[src/dscg_pkg.sv]
// deep_sleep_clock_gating: package with register map, field layout,
// reset values, bus carrier structs and block state.
// assumes: AXI4-Lite with 32-bit data and 12-bit byte addresses.
package dscg_pkg;

	// ==========================================================
	// register map, byte addresses
	localparam logic [11:0] DSCG_OFS_RUN_CFG   = 12'h060;
	localparam logic [11:0] DSCG_OFS_RUN_GATE  = 12'h100;
	localparam logic [11:0] DSCG_OFS_SLP_GATE  = 12'h110;
	localparam logic [11:0] DSCG_OFS_DEEP_GATE = 12'h120;
	localparam logic [11:0] DSCG_OFS_IRQ_STAT  = 12'h130;
	localparam logic [11:0] DSCG_OFS_IRQ_EN    = 12'h134;
	localparam logic [11:0] DSCG_OFS_IRQ_CLR   = 12'h138;

	// ==========================================================
	// gating register fields
	localparam int          DSCG_BIT_WDOG      = 3;
	localparam int          DSCG_BIT_HOLD      = 6;
	localparam int          DSCG_BIT_CONV      = 16;
	localparam int          DSCG_BIT_CAN       = 24;
	localparam int          DSCG_RATE_LO       = 8;
	localparam int          DSCG_RATE_HI       = 9;
	localparam logic [31:0] DSCG_GATE_WMASK    = 32'h0101_034B & 32'h0101_0348;
	localparam logic [31:0] DSCG_GATE_RESET    = 32'h0000_0040;
	localparam logic [1:0]  DSCG_RATE_125K     = 2'h0;
	localparam logic [1:0]  DSCG_RATE_250K     = 2'h1;
	localparam logic [1:0]  DSCG_RATE_500K     = 2'h2;
	localparam logic [1:0]  DSCG_RATE_MAX      = DSCG_RATE_500K;

	// run-mode configuration: automatic gating select
	localparam int          DSCG_BIT_AUTO_GATE = 27;
	localparam logic        DSCG_AUTO_RESET    = 1'b0;

	// units: 0 watchdog, 1 power hold, 2 converter, 3 can
	localparam int          DSCG_UNITS         = 4;
	localparam logic [3:0]  DSCG_IRQ_RESET     = 4'h0;

	// AXI responses
	localparam logic [1:0]  DSCG_RESP_OKAY     = 2'h0;
	localparam logic [1:0]  DSCG_RESP_SLVERR   = 2'h2;

	// ==========================================================
	// types
	typedef enum logic [1:0] {
		DSCG_MODE_RUN,
		DSCG_MODE_SLEEP,
		DSCG_MODE_DEEP
	} dscg_mode_t;

	typedef enum logic [2:0] {
		DSCG_REG_NONE,
		DSCG_REG_RUN_CFG,
		DSCG_REG_RUN_GATE,
		DSCG_REG_SLP_GATE,
		DSCG_REG_DEEP_GATE,
		DSCG_REG_IRQ_STAT,
		DSCG_REG_IRQ_EN,
		DSCG_REG_IRQ_CLR
	} dscg_reg_t;

	typedef struct packed {
		logic        awvalid;
		logic [11:0] awaddr;
		logic        wvalid;
		logic [31:0] wdata;
		logic [3:0]  wstrb;
		logic        bready;
		logic        arvalid;
		logic [11:0] araddr;
		logic        rready;
	} dscg_axi_req_t;

	typedef struct packed {
		logic        awready;
		logic        wready;
		logic        bvalid;
		logic [1:0]  bresp;
		logic        arready;
		logic        rvalid;
		logic [31:0] rdata;
		logic [1:0]  rresp;
	} dscg_axi_rsp_t;

	typedef struct packed {
		logic        aw_full;
		logic [11:0] aw_addr;
		logic        w_full;
		logic [31:0] w_data;
		logic [3:0]  w_strb;
		logic        bvalid;
		logic [1:0]  bresp;
		logic        rvalid;
		logic [1:0]  rresp;
		logic [31:0] rdata;
		logic        auto_gate;
		logic [31:0] run_gate;
		logic [31:0] slp_gate;
		logic [31:0] deep_gate;
		logic [3:0]  irq_stat;
		logic [3:0]  irq_en;
	} dscg_state_t;

endpackage

[src/dscg_top.sv]
// deep_sleep_clock_gating: clock gating control with AXI4-Lite
// registers, mode selection of the gating word, fault interrupt.
// assumes: pwr_mode and access_req are synchronous to sys_clk.
//
// Summary of operation
// - set gate bit clocks unit, clear stops it
// - access to gated-off unit raises bus fault
// - gate bits start cleared except bit 6, set in run, sleep and deep
// - deep gate at 0x120, resets 0x00000040
// - run, sleep, deep registers chosen by mode
// - sleep/deep registers used only with auto-gating
// - bit 24 gates can controller
// - bit 16 gates converter, gated access faults
// - bit 6 gates power hold unit
// - bit 3 gates watchdog, gated access faults
// - bits 9:8 pick converter sample rate
// - converter never runs above maximum rate
// - reserved bits read zero, writes ignored
//
// Our own choice: register access over AXI4-Lite.
`timescale 1ns/10ps
module dscg_top
	import dscg_pkg::*;
(
	// clock and reset
	input  wire logic           sys_clk,
	input  wire logic           nrst,
	// register bus
	input  wire dscg_axi_req_t  axi_req,
	output dscg_axi_rsp_t       axi_rsp,
	// operating mode
	input  wire dscg_mode_t     pwr_mode,
	// peripheral accesses, one bit per unit
	input  wire logic [3:0]     access_req,
	output logic [3:0]          access_fault,
	// unit clock enables and enables
	output logic [3:0]          unit_clk_en,
	output logic [3:0]          unit_en,
	output logic [1:0]          converter_sample_rate,
	output logic                auto_gating_select,
	// interrupt
	output logic                irq
);

	// ==========================================================
	// helpers
	function automatic dscg_reg_t decode(input logic [11:0] addr);
		dscg_reg_t r;
		r = DSCG_REG_NONE;
		case ({addr[11:2], 2'b00})
			DSCG_OFS_RUN_CFG:   r = DSCG_REG_RUN_CFG;
			DSCG_OFS_RUN_GATE:  r = DSCG_REG_RUN_GATE;
			DSCG_OFS_SLP_GATE:  r = DSCG_REG_SLP_GATE;
			DSCG_OFS_DEEP_GATE: r = DSCG_REG_DEEP_GATE;
			DSCG_OFS_IRQ_STAT:  r = DSCG_REG_IRQ_STAT;
			DSCG_OFS_IRQ_EN:    r = DSCG_REG_IRQ_EN;
			DSCG_OFS_IRQ_CLR:   r = DSCG_REG_IRQ_CLR;
			default:            r = DSCG_REG_NONE;
		endcase
		return r;
	endfunction

	// byte-lane merge of a write into an old value
	function automatic logic [31:0] merge(input logic [31:0] old,
		input logic [31:0] data, input logic [3:0] strb);
		logic [31:0] m;
		m = old;
		for (int b = 0; b < 4; b++) begin
			if (strb[b]) begin
				m[b*8 +: 8] = data[b*8 +: 8];
			end
		end
		return m;
	endfunction

	// keep only implemented bits and limit the rate to its maximum
	function automatic logic [31:0] gate_word(input logic [31:0] v);
		logic [31:0] w;
		w = v & DSCG_GATE_WMASK;
		if (w[DSCG_RATE_HI:DSCG_RATE_LO] > DSCG_RATE_MAX) begin
			w[DSCG_RATE_HI:DSCG_RATE_LO] = DSCG_RATE_MAX;
		end
		return w;
	endfunction

	// unit gate bits of a gating word, unit order of the ports
	function automatic logic [3:0] unit_bits(input logic [31:0] v);
		return {v[DSCG_BIT_CAN],
			v[DSCG_BIT_CONV],
			v[DSCG_BIT_HOLD],
			v[DSCG_BIT_WDOG]};
	endfunction

	// ==========================================================
	// state
	dscg_state_t state;
	dscg_state_t next_state;

	// combinational terms
	logic        aw_take;
	logic        w_take;
	logic        ar_take;
	logic [11:0] wr_addr;
	logic [31:0] wr_data;
	logic [3:0]  wr_strb;
	logic        wr_go;
	dscg_reg_t   wr_reg;
	dscg_reg_t   rd_reg;
	logic [31:0] active_gate;
	logic [3:0]  gate_bits;
	logic [3:0]  fault_ev;
	logic [31:0] cfg_old;
	logic [31:0] cfg_new;

	// ==========================================================
	// handshakes
	assign axi_rsp.awready = ~state.aw_full & ~state.bvalid;
	assign axi_rsp.wready  = ~state.w_full & ~state.bvalid;
	assign axi_rsp.arready = ~state.rvalid;
	assign axi_rsp.bvalid  = state.bvalid;
	assign axi_rsp.bresp   = state.bresp;
	assign axi_rsp.rvalid  = state.rvalid;
	assign axi_rsp.rdata   = state.rdata;
	assign axi_rsp.rresp   = state.rresp;

	assign aw_take = axi_req.awvalid & axi_rsp.awready;
	assign w_take  = axi_req.wvalid & axi_rsp.wready;
	assign ar_take = axi_req.arvalid & axi_rsp.arready;

	assign wr_addr = state.aw_full ? state.aw_addr : axi_req.awaddr;
	assign wr_data = state.w_full ? state.w_data : axi_req.wdata;
	assign wr_strb = state.w_full ? state.w_strb : axi_req.wstrb;
	assign wr_go   = (state.aw_full | aw_take) & (state.w_full | w_take);
	assign wr_reg  = decode(wr_addr);
	assign rd_reg  = decode(axi_req.araddr);

	// run configuration word as software sees it, merged with a write
	always_comb begin
		cfg_old                     = 32'h0000_0000;
		cfg_old[DSCG_BIT_AUTO_GATE] = state.auto_gate;
	end
	assign cfg_new = merge(cfg_old, wr_data, wr_strb);

	// ==========================================================
	// mode selection of the gating word
	always_comb begin
		active_gate = state.run_gate;
		if (state.auto_gate) begin
			case (pwr_mode)
				DSCG_MODE_RUN:   active_gate = state.run_gate;
				DSCG_MODE_SLEEP: active_gate = state.slp_gate;
				DSCG_MODE_DEEP:  active_gate = state.deep_gate;
				default:         active_gate = state.run_gate;
			endcase
		end
	end

	assign gate_bits             = unit_bits(active_gate);
	assign converter_sample_rate =
		active_gate[DSCG_RATE_HI:DSCG_RATE_LO];
	assign auto_gating_select    = state.auto_gate;

	// ==========================================================
	// per-unit gates
	genvar gi;
	generate
		for (gi = 0; gi < DSCG_UNITS; gi++) begin : g_unit
			dscg_unit_gate u_gate (
				.gate_on      (gate_bits[gi]),
				.access_req   (access_req[gi]),
				.clk_en       (unit_clk_en[gi]),
				.unit_en      (unit_en[gi]),
				.access_fault (fault_ev[gi])
			);
		end
	endgenerate

	assign access_fault = fault_ev;

	// ==========================================================
	// interrupt
	assign irq = |(state.irq_stat & state.irq_en);

	// ==========================================================
	// next state
	always_comb begin
		next_state = state;

		// write address and data are latched independently
		if (aw_take) begin
			next_state.aw_full = 1'b1;
			next_state.aw_addr = axi_req.awaddr;
		end
		if (w_take) begin
			next_state.w_full = 1'b1;
			next_state.w_data = axi_req.wdata;
			next_state.w_strb = axi_req.wstrb;
		end
		if (state.bvalid && axi_req.bready) begin
			next_state.bvalid = 1'b0;
		end

		// sticky fault bits; a new event beats a clear
		next_state.irq_stat = state.irq_stat | fault_ev;

		if (wr_go) begin
			next_state.aw_full = 1'b0;
			next_state.w_full  = 1'b0;
			next_state.bvalid  = 1'b1;
			next_state.bresp   = DSCG_RESP_OKAY;
			case (wr_reg)
				DSCG_REG_RUN_CFG: begin
					next_state.auto_gate = cfg_new[DSCG_BIT_AUTO_GATE];
				end
				DSCG_REG_RUN_GATE: begin
					next_state.run_gate = gate_word(
						merge(state.run_gate, wr_data, wr_strb));
				end
				DSCG_REG_SLP_GATE: begin
					next_state.slp_gate = gate_word(
						merge(state.slp_gate, wr_data, wr_strb));
				end
				DSCG_REG_DEEP_GATE: begin
					next_state.deep_gate = gate_word(
						merge(state.deep_gate, wr_data, wr_strb));
				end
				DSCG_REG_IRQ_STAT: begin
					// read-only, write ignored
					next_state.bresp = DSCG_RESP_OKAY;
				end
				DSCG_REG_IRQ_EN: begin
					if (wr_strb[0]) begin
						next_state.irq_en = wr_data[3:0];
					end
				end
				DSCG_REG_IRQ_CLR: begin
					if (wr_strb[0]) begin
						next_state.irq_stat =
							(state.irq_stat & ~wr_data[3:0]) | fault_ev;
					end
				end
				default: begin
					next_state.bresp = DSCG_RESP_SLVERR;
				end
			endcase
		end

		// reads answer one cycle after the address is taken
		if (state.rvalid && axi_req.rready) begin
			next_state.rvalid = 1'b0;
		end
		if (ar_take) begin
			next_state.rvalid = 1'b1;
			next_state.rresp  = DSCG_RESP_OKAY;
			next_state.rdata  = 32'h0000_0000;
			case (rd_reg)
				DSCG_REG_RUN_CFG: begin
					next_state.rdata[DSCG_BIT_AUTO_GATE] = state.auto_gate;
				end
				DSCG_REG_RUN_GATE: begin
					next_state.rdata = state.run_gate;
				end
				DSCG_REG_SLP_GATE: begin
					next_state.rdata = state.slp_gate;
				end
				DSCG_REG_DEEP_GATE: begin
					next_state.rdata = state.deep_gate;
				end
				DSCG_REG_IRQ_STAT: begin
					next_state.rdata[3:0] = state.irq_stat;
				end
				DSCG_REG_IRQ_EN: begin
					next_state.rdata[3:0] = state.irq_en;
				end
				DSCG_REG_IRQ_CLR: begin
					// write-only, reads zero
					next_state.rdata = 32'h0000_0000;
				end
				default: begin
					next_state.rresp = DSCG_RESP_SLVERR;
				end
			endcase
		end
	end

	// ==========================================================
	// registers
	always_ff @(posedge sys_clk) begin
		if (!nrst) begin
			state           <= '0;
			state.auto_gate <= DSCG_AUTO_RESET;
			state.run_gate  <= DSCG_GATE_RESET;
			state.slp_gate  <= DSCG_GATE_RESET;
			state.deep_gate <= DSCG_GATE_RESET;
			state.irq_stat  <= DSCG_IRQ_RESET;
			state.irq_en    <= DSCG_IRQ_RESET;
		end else begin
			state <= next_state;
		end
	end

endmodule

[src/dscg_unit_gate.sv]
// deep_sleep_clock_gating: gate of one peripheral unit.
// assumes: access_req is high in the cycle the peripheral bus
// presents an access to the unit.
`timescale 1ns/10ps
module dscg_unit_gate
	import dscg_pkg::*;
(
	// gate control
	input  wire logic gate_on,
	// peripheral side
	input  wire logic access_req,
	output logic      clk_en,
	output logic      unit_en,
	output logic      access_fault
);

	// ==========================================================
	// clock and fault
	assign clk_en       = gate_on;
	assign unit_en      = gate_on;
	assign access_fault = access_req & ~gate_on;

endmodule

[config.mk]
export PLATFORM = sky130hd
export DESIGN_NAME = dscg_top
export DESIGN_NICKNAME = d
export VERILOG_FILES = /design/src/dscg_pkg.sv /design/src/dscg_top.sv /design/src/dscg_unit_gate.sv
export SDC_FILE = /design/constraint.sdc
export NUM_CORES = 1
export LEC_CHECK = 0
export ABC_AREA = 0
export BUFFER_PORTS_ARGS = -buffer_cell sky130_fd_sc_hd__buf_4
export CORE_MARGIN = 2
export CORE_UTILIZATION = 42
export DETAILED_ROUTE_END_ITERATION = 16
export PLACE_DENSITY_LB_ADDON = 0.1
export SLEW_MARGIN = 25
export SYNTH_ARGS = -nofsm -noshare
export SYNTH_HDL_FRONTEND = slang
export SYNTH_SLANG_ARGS = --single-unit
[constraint.sdc]
create_clock -name sys_clk -period 4.65 [get_ports sys_clk]
set_clock_uncertainty 0.15 [all_clocks]
set_input_delay 0.465 -clock sys_clk [delete_from_list [all_inputs] [get_ports sys_clk]]
set_output_delay 0.465 -clock sys_clk [all_outputs]
set_load 0.005 [all_outputs]
==> results of run 1 <==
[layout make-up]
class,count,share of cell area [%]
repair buffers,80,13.4
clock inverters,6,3.05
inverters,17,1.43
multi-input cells,347,46.0
well taps,108,3.02
clock buffers,10,3.08
flip-flops and latches,67,30.0
[worst reg2reg max path, cell delays in order (launching register included)]
cell      delay [ps]
dfxtp_1          730
or4bb_1          560
a222oi_1         690
o21ai_2          160
or3_1            510
or3_1            380
a21oi_1          140
[stage by stage]
stage | hold slack (ps) | instances | power (mW) | instance area, um2
2_1_floorplan | 282 | 505 | 0.784 | 3930
3_3_place_gp | 288 | 619 | 0.838 | 4200
3_5_place_dp | 297 | 619 | 0.842 | 4200
4_1_cts | 126 | 635 | 1.50 | 4470
5_1_grt | 122 | 635 | 1.56 | 4470
6_report | 153 | 635 | 1.48 | 4470
[sequential cells by signal (all words and copies together), names as in the netlist]
name	count
auto_gating_select	1
state	52
axi_rsp	14
[how the worst min path moves through the flow]
stage	from	end	slack (ps)	cells past startpoint
5_1_grt	axi_req[0]	axi_rsp[34]	120	2
2_1_floorplan	axi_rsp[10]	axi_rsp[10]	280	2
4_1_cts	axi_req[0]	axi_rsp[34]	130	2
6_report	axi_req[0]	axi_rsp[34]	150	2
3_3_place_gp	state[149]	state[149]	290	2
3_5_place_dp	state[153]	state[153]	300	2
[power by group]
group	internal (mW)	leakage (nW)	switching, mW	total [mW]
registers	0.597	0.546	0.0272	0.625
clock network	0.426	0.133	0.229	0.655
logic	0.0928	1.19	0.112	0.204
[cell usage after synthesis (2+ instances only)]
master and number:
a2111oi_0 2, a211o_1 3, a211oi_1 2, a21oi_1 37, a221o_1 2, a222oi_1 2
a22oi_1 8, a2bb2oi_1 2, and2_1 4, and3_1 2, buf_4 50, clkbuf_1 21
dfxtp_1 67, ha_1 2, inv_1 17, mux2_2 6, mux2i_1 33, nand2_1 76
nand2b_1 7, nand3_1 13, nand3b_1 4, nor2_1 38, nor2b_1 4, nor3_1 9
o211ai_1 3, o21ai_0 22, o221a_2 6, o22a_1 2, o311ai_0 3, or3_1 3
or3b_1 2, or3b_2 2, or4_1 4, xnor2_1 2
[logic make-up after synthesis]
kind of cell / share of synthesized area, %
compound gates: 18.2
flops: 34.9
fa+ha+maj: 0.910
other cells: 0.0975
simple gates: 20.9
mux: 10.3
buf+inv: 14.0
xor+xnor: 0.683
[layer usage]
| layer | track usage, % | up-vias | share of wire, % |
|---|---|---|---|
| met1 | 26.4 | 1506 | 49 |
| met4 | 4.11 | 0 | 0.48 |
| li1 | - | 1692 | - |
| met5 | 0 | - | 0 |
| met3 | 5.20 | 2 | 5.6 |
| met2 | 29.3 | 98 | 45 |
[placed cells by master, fill, tap and decap left out, types with 10 or more instances in the layout]
cell type  count
buf_4         80
nand3_1       13
a21oi_1       37
mux2i_1       33
nor2_1        38
conb_1        24
clkbuf_8      10
o21ai_0       22
dfxtp_1       67
inv_1         16
nand2_1       76
==> results.py, run 1 <==
metrics = {
    "run_status": {
        "status": "finished, final reports clean",
    },
    "clock_network": {
        "cts_tree": "built",
        "post_cts_buffers": 0,
        "clock_path_buffers": 2,
        "clock_latency_ps": 340,
        "path_clk_slew_ps": 80,
        "clockRootBuffer": "clkbuf_8",
        "numCtsBuffers": 9,
        "htreeDepth": 3,
        "cts_hold_buf": 0,
        "cts_sinks": 67,
        "cts-resized-gates": 0,
    },
    "power_and_ir_drop": {
        "power_leakage_nw": 1.87,
        "ir_worst_vdd_v": 0.000180,
        "power.density_nw_per_um2": 332,
    },
    "die": {
        "num_rows": 34,
        "die_h_um": 99.7,
        "dieWidth_um": 99.7,
        "initial_core_util_pct": 43.7,
        "die_area_um2": 9940,
        "core_um2": 8810,
        "io_pins": 130,
    },
    "sta": {
        "drv_slew": 0,
        "setup_viol": 0,
        "max_freq_mhz": 294,
        "worst_slew_pin_slew_ps": 850,
        "rsz0062_at_grt": "no",
        "fin_crit_sh_pct": 73.1,
        "layout_min_cycle_time_ps": 3400,
        "fin_ws_ps": 1250,
        "fin_tns_setup_ps": 0,
        "hold_viol": 0,
        "timing.slew.headroom_pct": 43.2,
    },
    "setup_path": {
        "timing.rr.start": "state[192]",
        "cp.required_ps": 4760,
        "cp-end-kind": "flop",
        "critPathMaxStageDelay_ps": 730,
        "crit_type": "reg2reg",
        "worst-path-stages": 6,
        "crit_slowest_cell": "dfxtp_1",
        "rr_worst_depth": 6,
        "crit_family": "simple AND/OR/NAND/NOR gates",
        "crit_start": "state[192]",
        "path_buf_inv": 0,
        "worst_ep_arrival_time_ps": 3510,
        "start_kind": "flop",
        "worst_path_most_repeated_cell": "or3_1",
        "worstPathCellList": "or4bb_1 -> a222oi_1 -> o21ai_2 -> or3_1 -> or3_1 -> a21oi_1",
        "endpoint": "state[16]",
        "worstPathMaxFanout": 21,
        "r2r_slack_ps": 1250,
        "timing.rr.end": "state[16]",
    },
    "synth": {
        "netlist.area_leader.share_pct": 34.9,
        "avgSynthCellArea_um2": 7.98,
        "yosys_warnings": 0,
        "synth_largest_area_cell": "dfxtp_1",
        "synth_area_um2": 3850,
        "synth_cell_types": 56,
        "async_reset_ff_share_pct": 0,
        "ys_seq_area_share_pct": 34.9,
        "ys.flop_type": "dfxtp_1",
        "postSynthCellCount": 482,
        "ys_top_cells_by_area": "dfxtp_1 (35%), buf_4 (9.8%), mux2i_1 (8.6%)",
        "ys_ff_latch": 67,
        "synth_edf_count": 0,
    },
    "drt": {
        "via_per_inst": 5.19,
        "route.detailed.drc": 0,
        "avgRoutedWirePerCell_um": 14.4,
        "drt_iter0_markers": 168,
        "wl_mm": 9.13,
        "drt_pass1_iterations": 4,
        "ant_nets": 0,
        "vias": 3298,
    },
    "min_path": {
        "hp-class": "in2reg",
    },
    "place": {
        "dpl.hpwl_mm": 6.79,
        "dpl_worst_slack_ps": 1270,
        "gp_congestion": 0.821,
        "io_buffers": 79,
    },
    "layout": {
        "finish.net_count": 597,
        "num-fill-cells": 893,
        "register_area_um2": 1340,
        "utilization_pct": 50.8,
        "drive_gt1_share_pct": 21.8,
        "diodes": 0,
        "multiInputGateArea_um2": 2050,
        "syn_to_final_growth_pct": 16.2,
    },
    "global_routing": {
        "antenna_found_initial": 0,
        "grt_util_all_layers_pct": 18.9,
        "grt_overflow_total": 0,
        "grt_max_degree": 32,
        "first_global_vias": 3072,
        "grt_pass1_wl_mm": 15.1,
    },
    "job": {
        "cap_violations": 0,
    },
}
Power figures use the tool's default switching activity.
==> run 2: changes to the inputs <==
Settings changed: ABC_AREA 0 to 1.
Clock period 4.65 ns to 3.41 ns, I/O delays scaled along.
==> run 2 against run 1 <==
Compared with the run above: critical path depth is 3 higher; routed wire length increased by 14%; total power up 34%; cell area up 5.5%; synthesized area is 7.3% higher; worst setup slack worse by 88 ps; utilization is 1.8 points lower; hold slack worse by 36 ps; sequential power grew 41%; global-route usage is 1.3 points higher; final cell count is 31% higher; critical path type unchanged.
==> results.py, run 2 <==
metrics = {
    "run_status": {
        "status": "finished, final reports clean",
    },
    "min_path": {
        "hold_start": "axi_req[27]",
        "hp-class": "in2reg",
    },
    "die": {
        "initial_core_util_pct": 42.8,
        "core_um2": 9640,
        "io_pins": 130,
        "dieWidth_um": 103,
        "die_h_um": 103,
        "die_area_um2": 10600,
        "num_rows": 36,
    },
    "drt": {
        "wl_mm": 10.4,
        "ant_nets": 0,
        "drt_iter0_markers": 178,
        "drt_pass1_iterations": 5,
        "avgRoutedWirePerCell_um": 12.5,
        "vias": 3958,
        "route.detailed.drc": 0,
        "via_per_inst": 4.77,
    },
    "synth": {
        "async_reset_ff_share_pct": 0,
        "ys_top_cells_by_area": "dfxtp_1 (32%), nand2_1 (16%), buf_4 (9.3%)",
        "synth_edf_count": 0,
        "ys_ff_latch": 67,
        "yosys_warnings": 0,
        "synth_top_family_by_area": "simple AND/OR/NAND/NOR gates",
        "synth-compound-area-share_pct": 14.9,
        "postSynthCellCount": 646,
        "synth_largest_area_cell": "dfxtp_1",
        "ys_seq_area_share_pct": 32.5,
        "netlist_top_cells_count": "nand2_1 (176), inv_1 (75), dfxtp_1 (67), nor2_1 (54), buf_4 (51)",
        "synth-xor-area-share_pct": 0,
        "synth_area_um2": 4130,
        "synthAdderAreaFrac_pct": 0.606,
        "ys.flop_type": "dfxtp_1",
        "yosysMostFrequentCell": "nand2_1",
        "synth_cell_types": 37,
        "yosys.area_share.simple_pct": 33.0,
        "synth.area.mux_share_pct": 0,
        "avgSynthCellArea_um2": 6.39,
        "netlist.area_leader.share_pct": 32.5,
    },
    "sta": {
        "worst_slew_pin_slew_ps": 586,
        "drv_slew": 0,
        "hold_viol": 0,
        "whs_ps": 117,
        "timing.slew.headroom_pct": 60.9,
        "setup_viol": 0,
        "fin_crit_sh_pct": 65.9,
        "rsz0062_at_grt": "no",
        "max_freq_mhz": 445,
        "fin_tns_setup_ps": 0,
        "layout_min_cycle_time_ps": 2250,
    },
    "global_routing": {
        "first_global_vias": 3492,
        "grt_max_degree": 39,
        "grt_overflow_total": 0,
        "grt_pass1_wl_mm": 16.6,
        "grt_util_all_layers_pct": 20.2,
        "antenna_found_initial": 0,
    },
    "layout": {
        "diodes": 0,
        "syn_to_final_growth_pct": 14.2,
        "drive_gt1_share_pct": 17.8,
        "largest_reg_flops": 52,
        "layout_commonest_cell": "nand2_1",
        "top_register": "state",
        "finish.net_count": 769,
        "layoutNonFillerInstCount": 830,
        "mostFrequentLayoutCells": "nand2_1 (176), buf_4 (83), inv_1 (74)",
    },
    "setup_path": {
        "worstPathMaxFanout": 16,
        "start_kind": "flop",
        "worst_ep_arrival_time_ps": 2350,
        "r2r_slack_ps": 1160,
        "timing.rr.start": "state[179]",
        "crit_type": "reg2reg",
        "crit_start": "state[179]",
        "cp-end-kind": "flop",
        "cp.required_ps": 3510,
    },
    "clock_network": {
        "cts_hold_buf": 0,
        "numCtsBuffers": 9,
        "cts_sinks": 67,
        "cts_tree": "built",
        "clock_path_buffers": 2,
        "cts-resized-gates": 0,
        "post_cts_buffers": 0,
        "clock_latency_ps": 330,
        "clockRootBuffer": "clkbuf_8",
        "path_clk_slew_ps": 70,
        "htreeDepth": 3,
    },
    "power_and_ir_drop": {
        "ir_worst_vdd_v": 0.000203,
        "internal-power_mw": 1.35,
        "clkPwrFrac_pct": 32.0,
        "p_sw_mw": 0.643,
        "power_leakage_nw": 2.19,
        "switching_share_pct": 32.3,
        "p_comb_share_pct": 23.9,
        "power.density_nw_per_um2": 423,
        "p_seq_share_pct": 44.1,
    },
    "place": {
        "placed_cells": 816,
        "gp_congestion": 0.843,
        "io_buffers": 79,
        "dpl.hpwl_mm": 7.81,
    },
    "job": {
        "cap_violations": 0,
    },
}
## run 2: layer usage
layer / GRT usage [%] / share of wire [%]
met2: 31.7 / 43
met1: 28.0 / 50
met3: 3.12 / 5.5
met5: 0 / 0
met4: 7.39 / 1.1
## run 2: final timing paths
| kind | end | cells past startpoint |
|---|---|---|
| setup / recovery | state[43] | 9 |
| hold / removal | state[155] | 3 |
| setup reg to reg | state[43] | 9 |
| hold reg to reg | state[163] | 2 |
## run 2: cell families (layout without fill, tap and decap cells)
| group | after synthesis | in the layout |
|---|---|---|
| buffers and inverters | 151 | 179 |
| DFF | 67 | 67 |
| other | 1 | 24 |
| and+or+nand+nor | 310 | 310 |
| AOI/OAI and AO/OA | 115 | 115 |
| adders and majority gates | 2 | 2 |
## run 2: through the flow
stage	instance area [um2]	total power [mW]	utilization (%)	setup slack (ps)
3_3_place_gp	4530	1.36	47.0	1200
6_report	4720	1.99	48.9	1160
5_1_grt	4720	2.13	48.9	865
2_1_floorplan	4210	1.25	-	1700
4_1_cts	4720	2.01	48.9	1150
3_5_place_dp	4530	1.37	47.0	1180
## run 2: power groups by stage
stage	registers [mW]	logic, mW	clock network (mW)
floorplan	0.881	0.369	0
global placement	0.895	0.470	0
detailed placement	0.896	0.477	0
CTS	0.878	0.478	0.658
global route	0.886	0.545	0.698
finish	0.879	0.476	0.639
## run 2: critical path: stages, from the launching register on
cell     delay [ps]
dfxtp_1         450
buf_4           250
nand2_1          60
o21ai_1         280
inv_1           240
nor2_4          290
inv_2           100
nor2_1          140
nand2_1          70
a21oi_1         140
## run 2: cell type report
| class | count | area, um2 |
|---|---|---|
| Sequential cell | 67 | 1340 |
| Clock buffer | 11 | 141 |
| Timing Repair Buffer | 83 | 623 |
| Multi-Input combinational cell | 451 | 2090 |
| Inverter | 82 | 312 |
| Clock inverter | 3 | 40.0 |
| Tap cell | 133 | 166 |
| Fill cell | 1044 | 4920 |
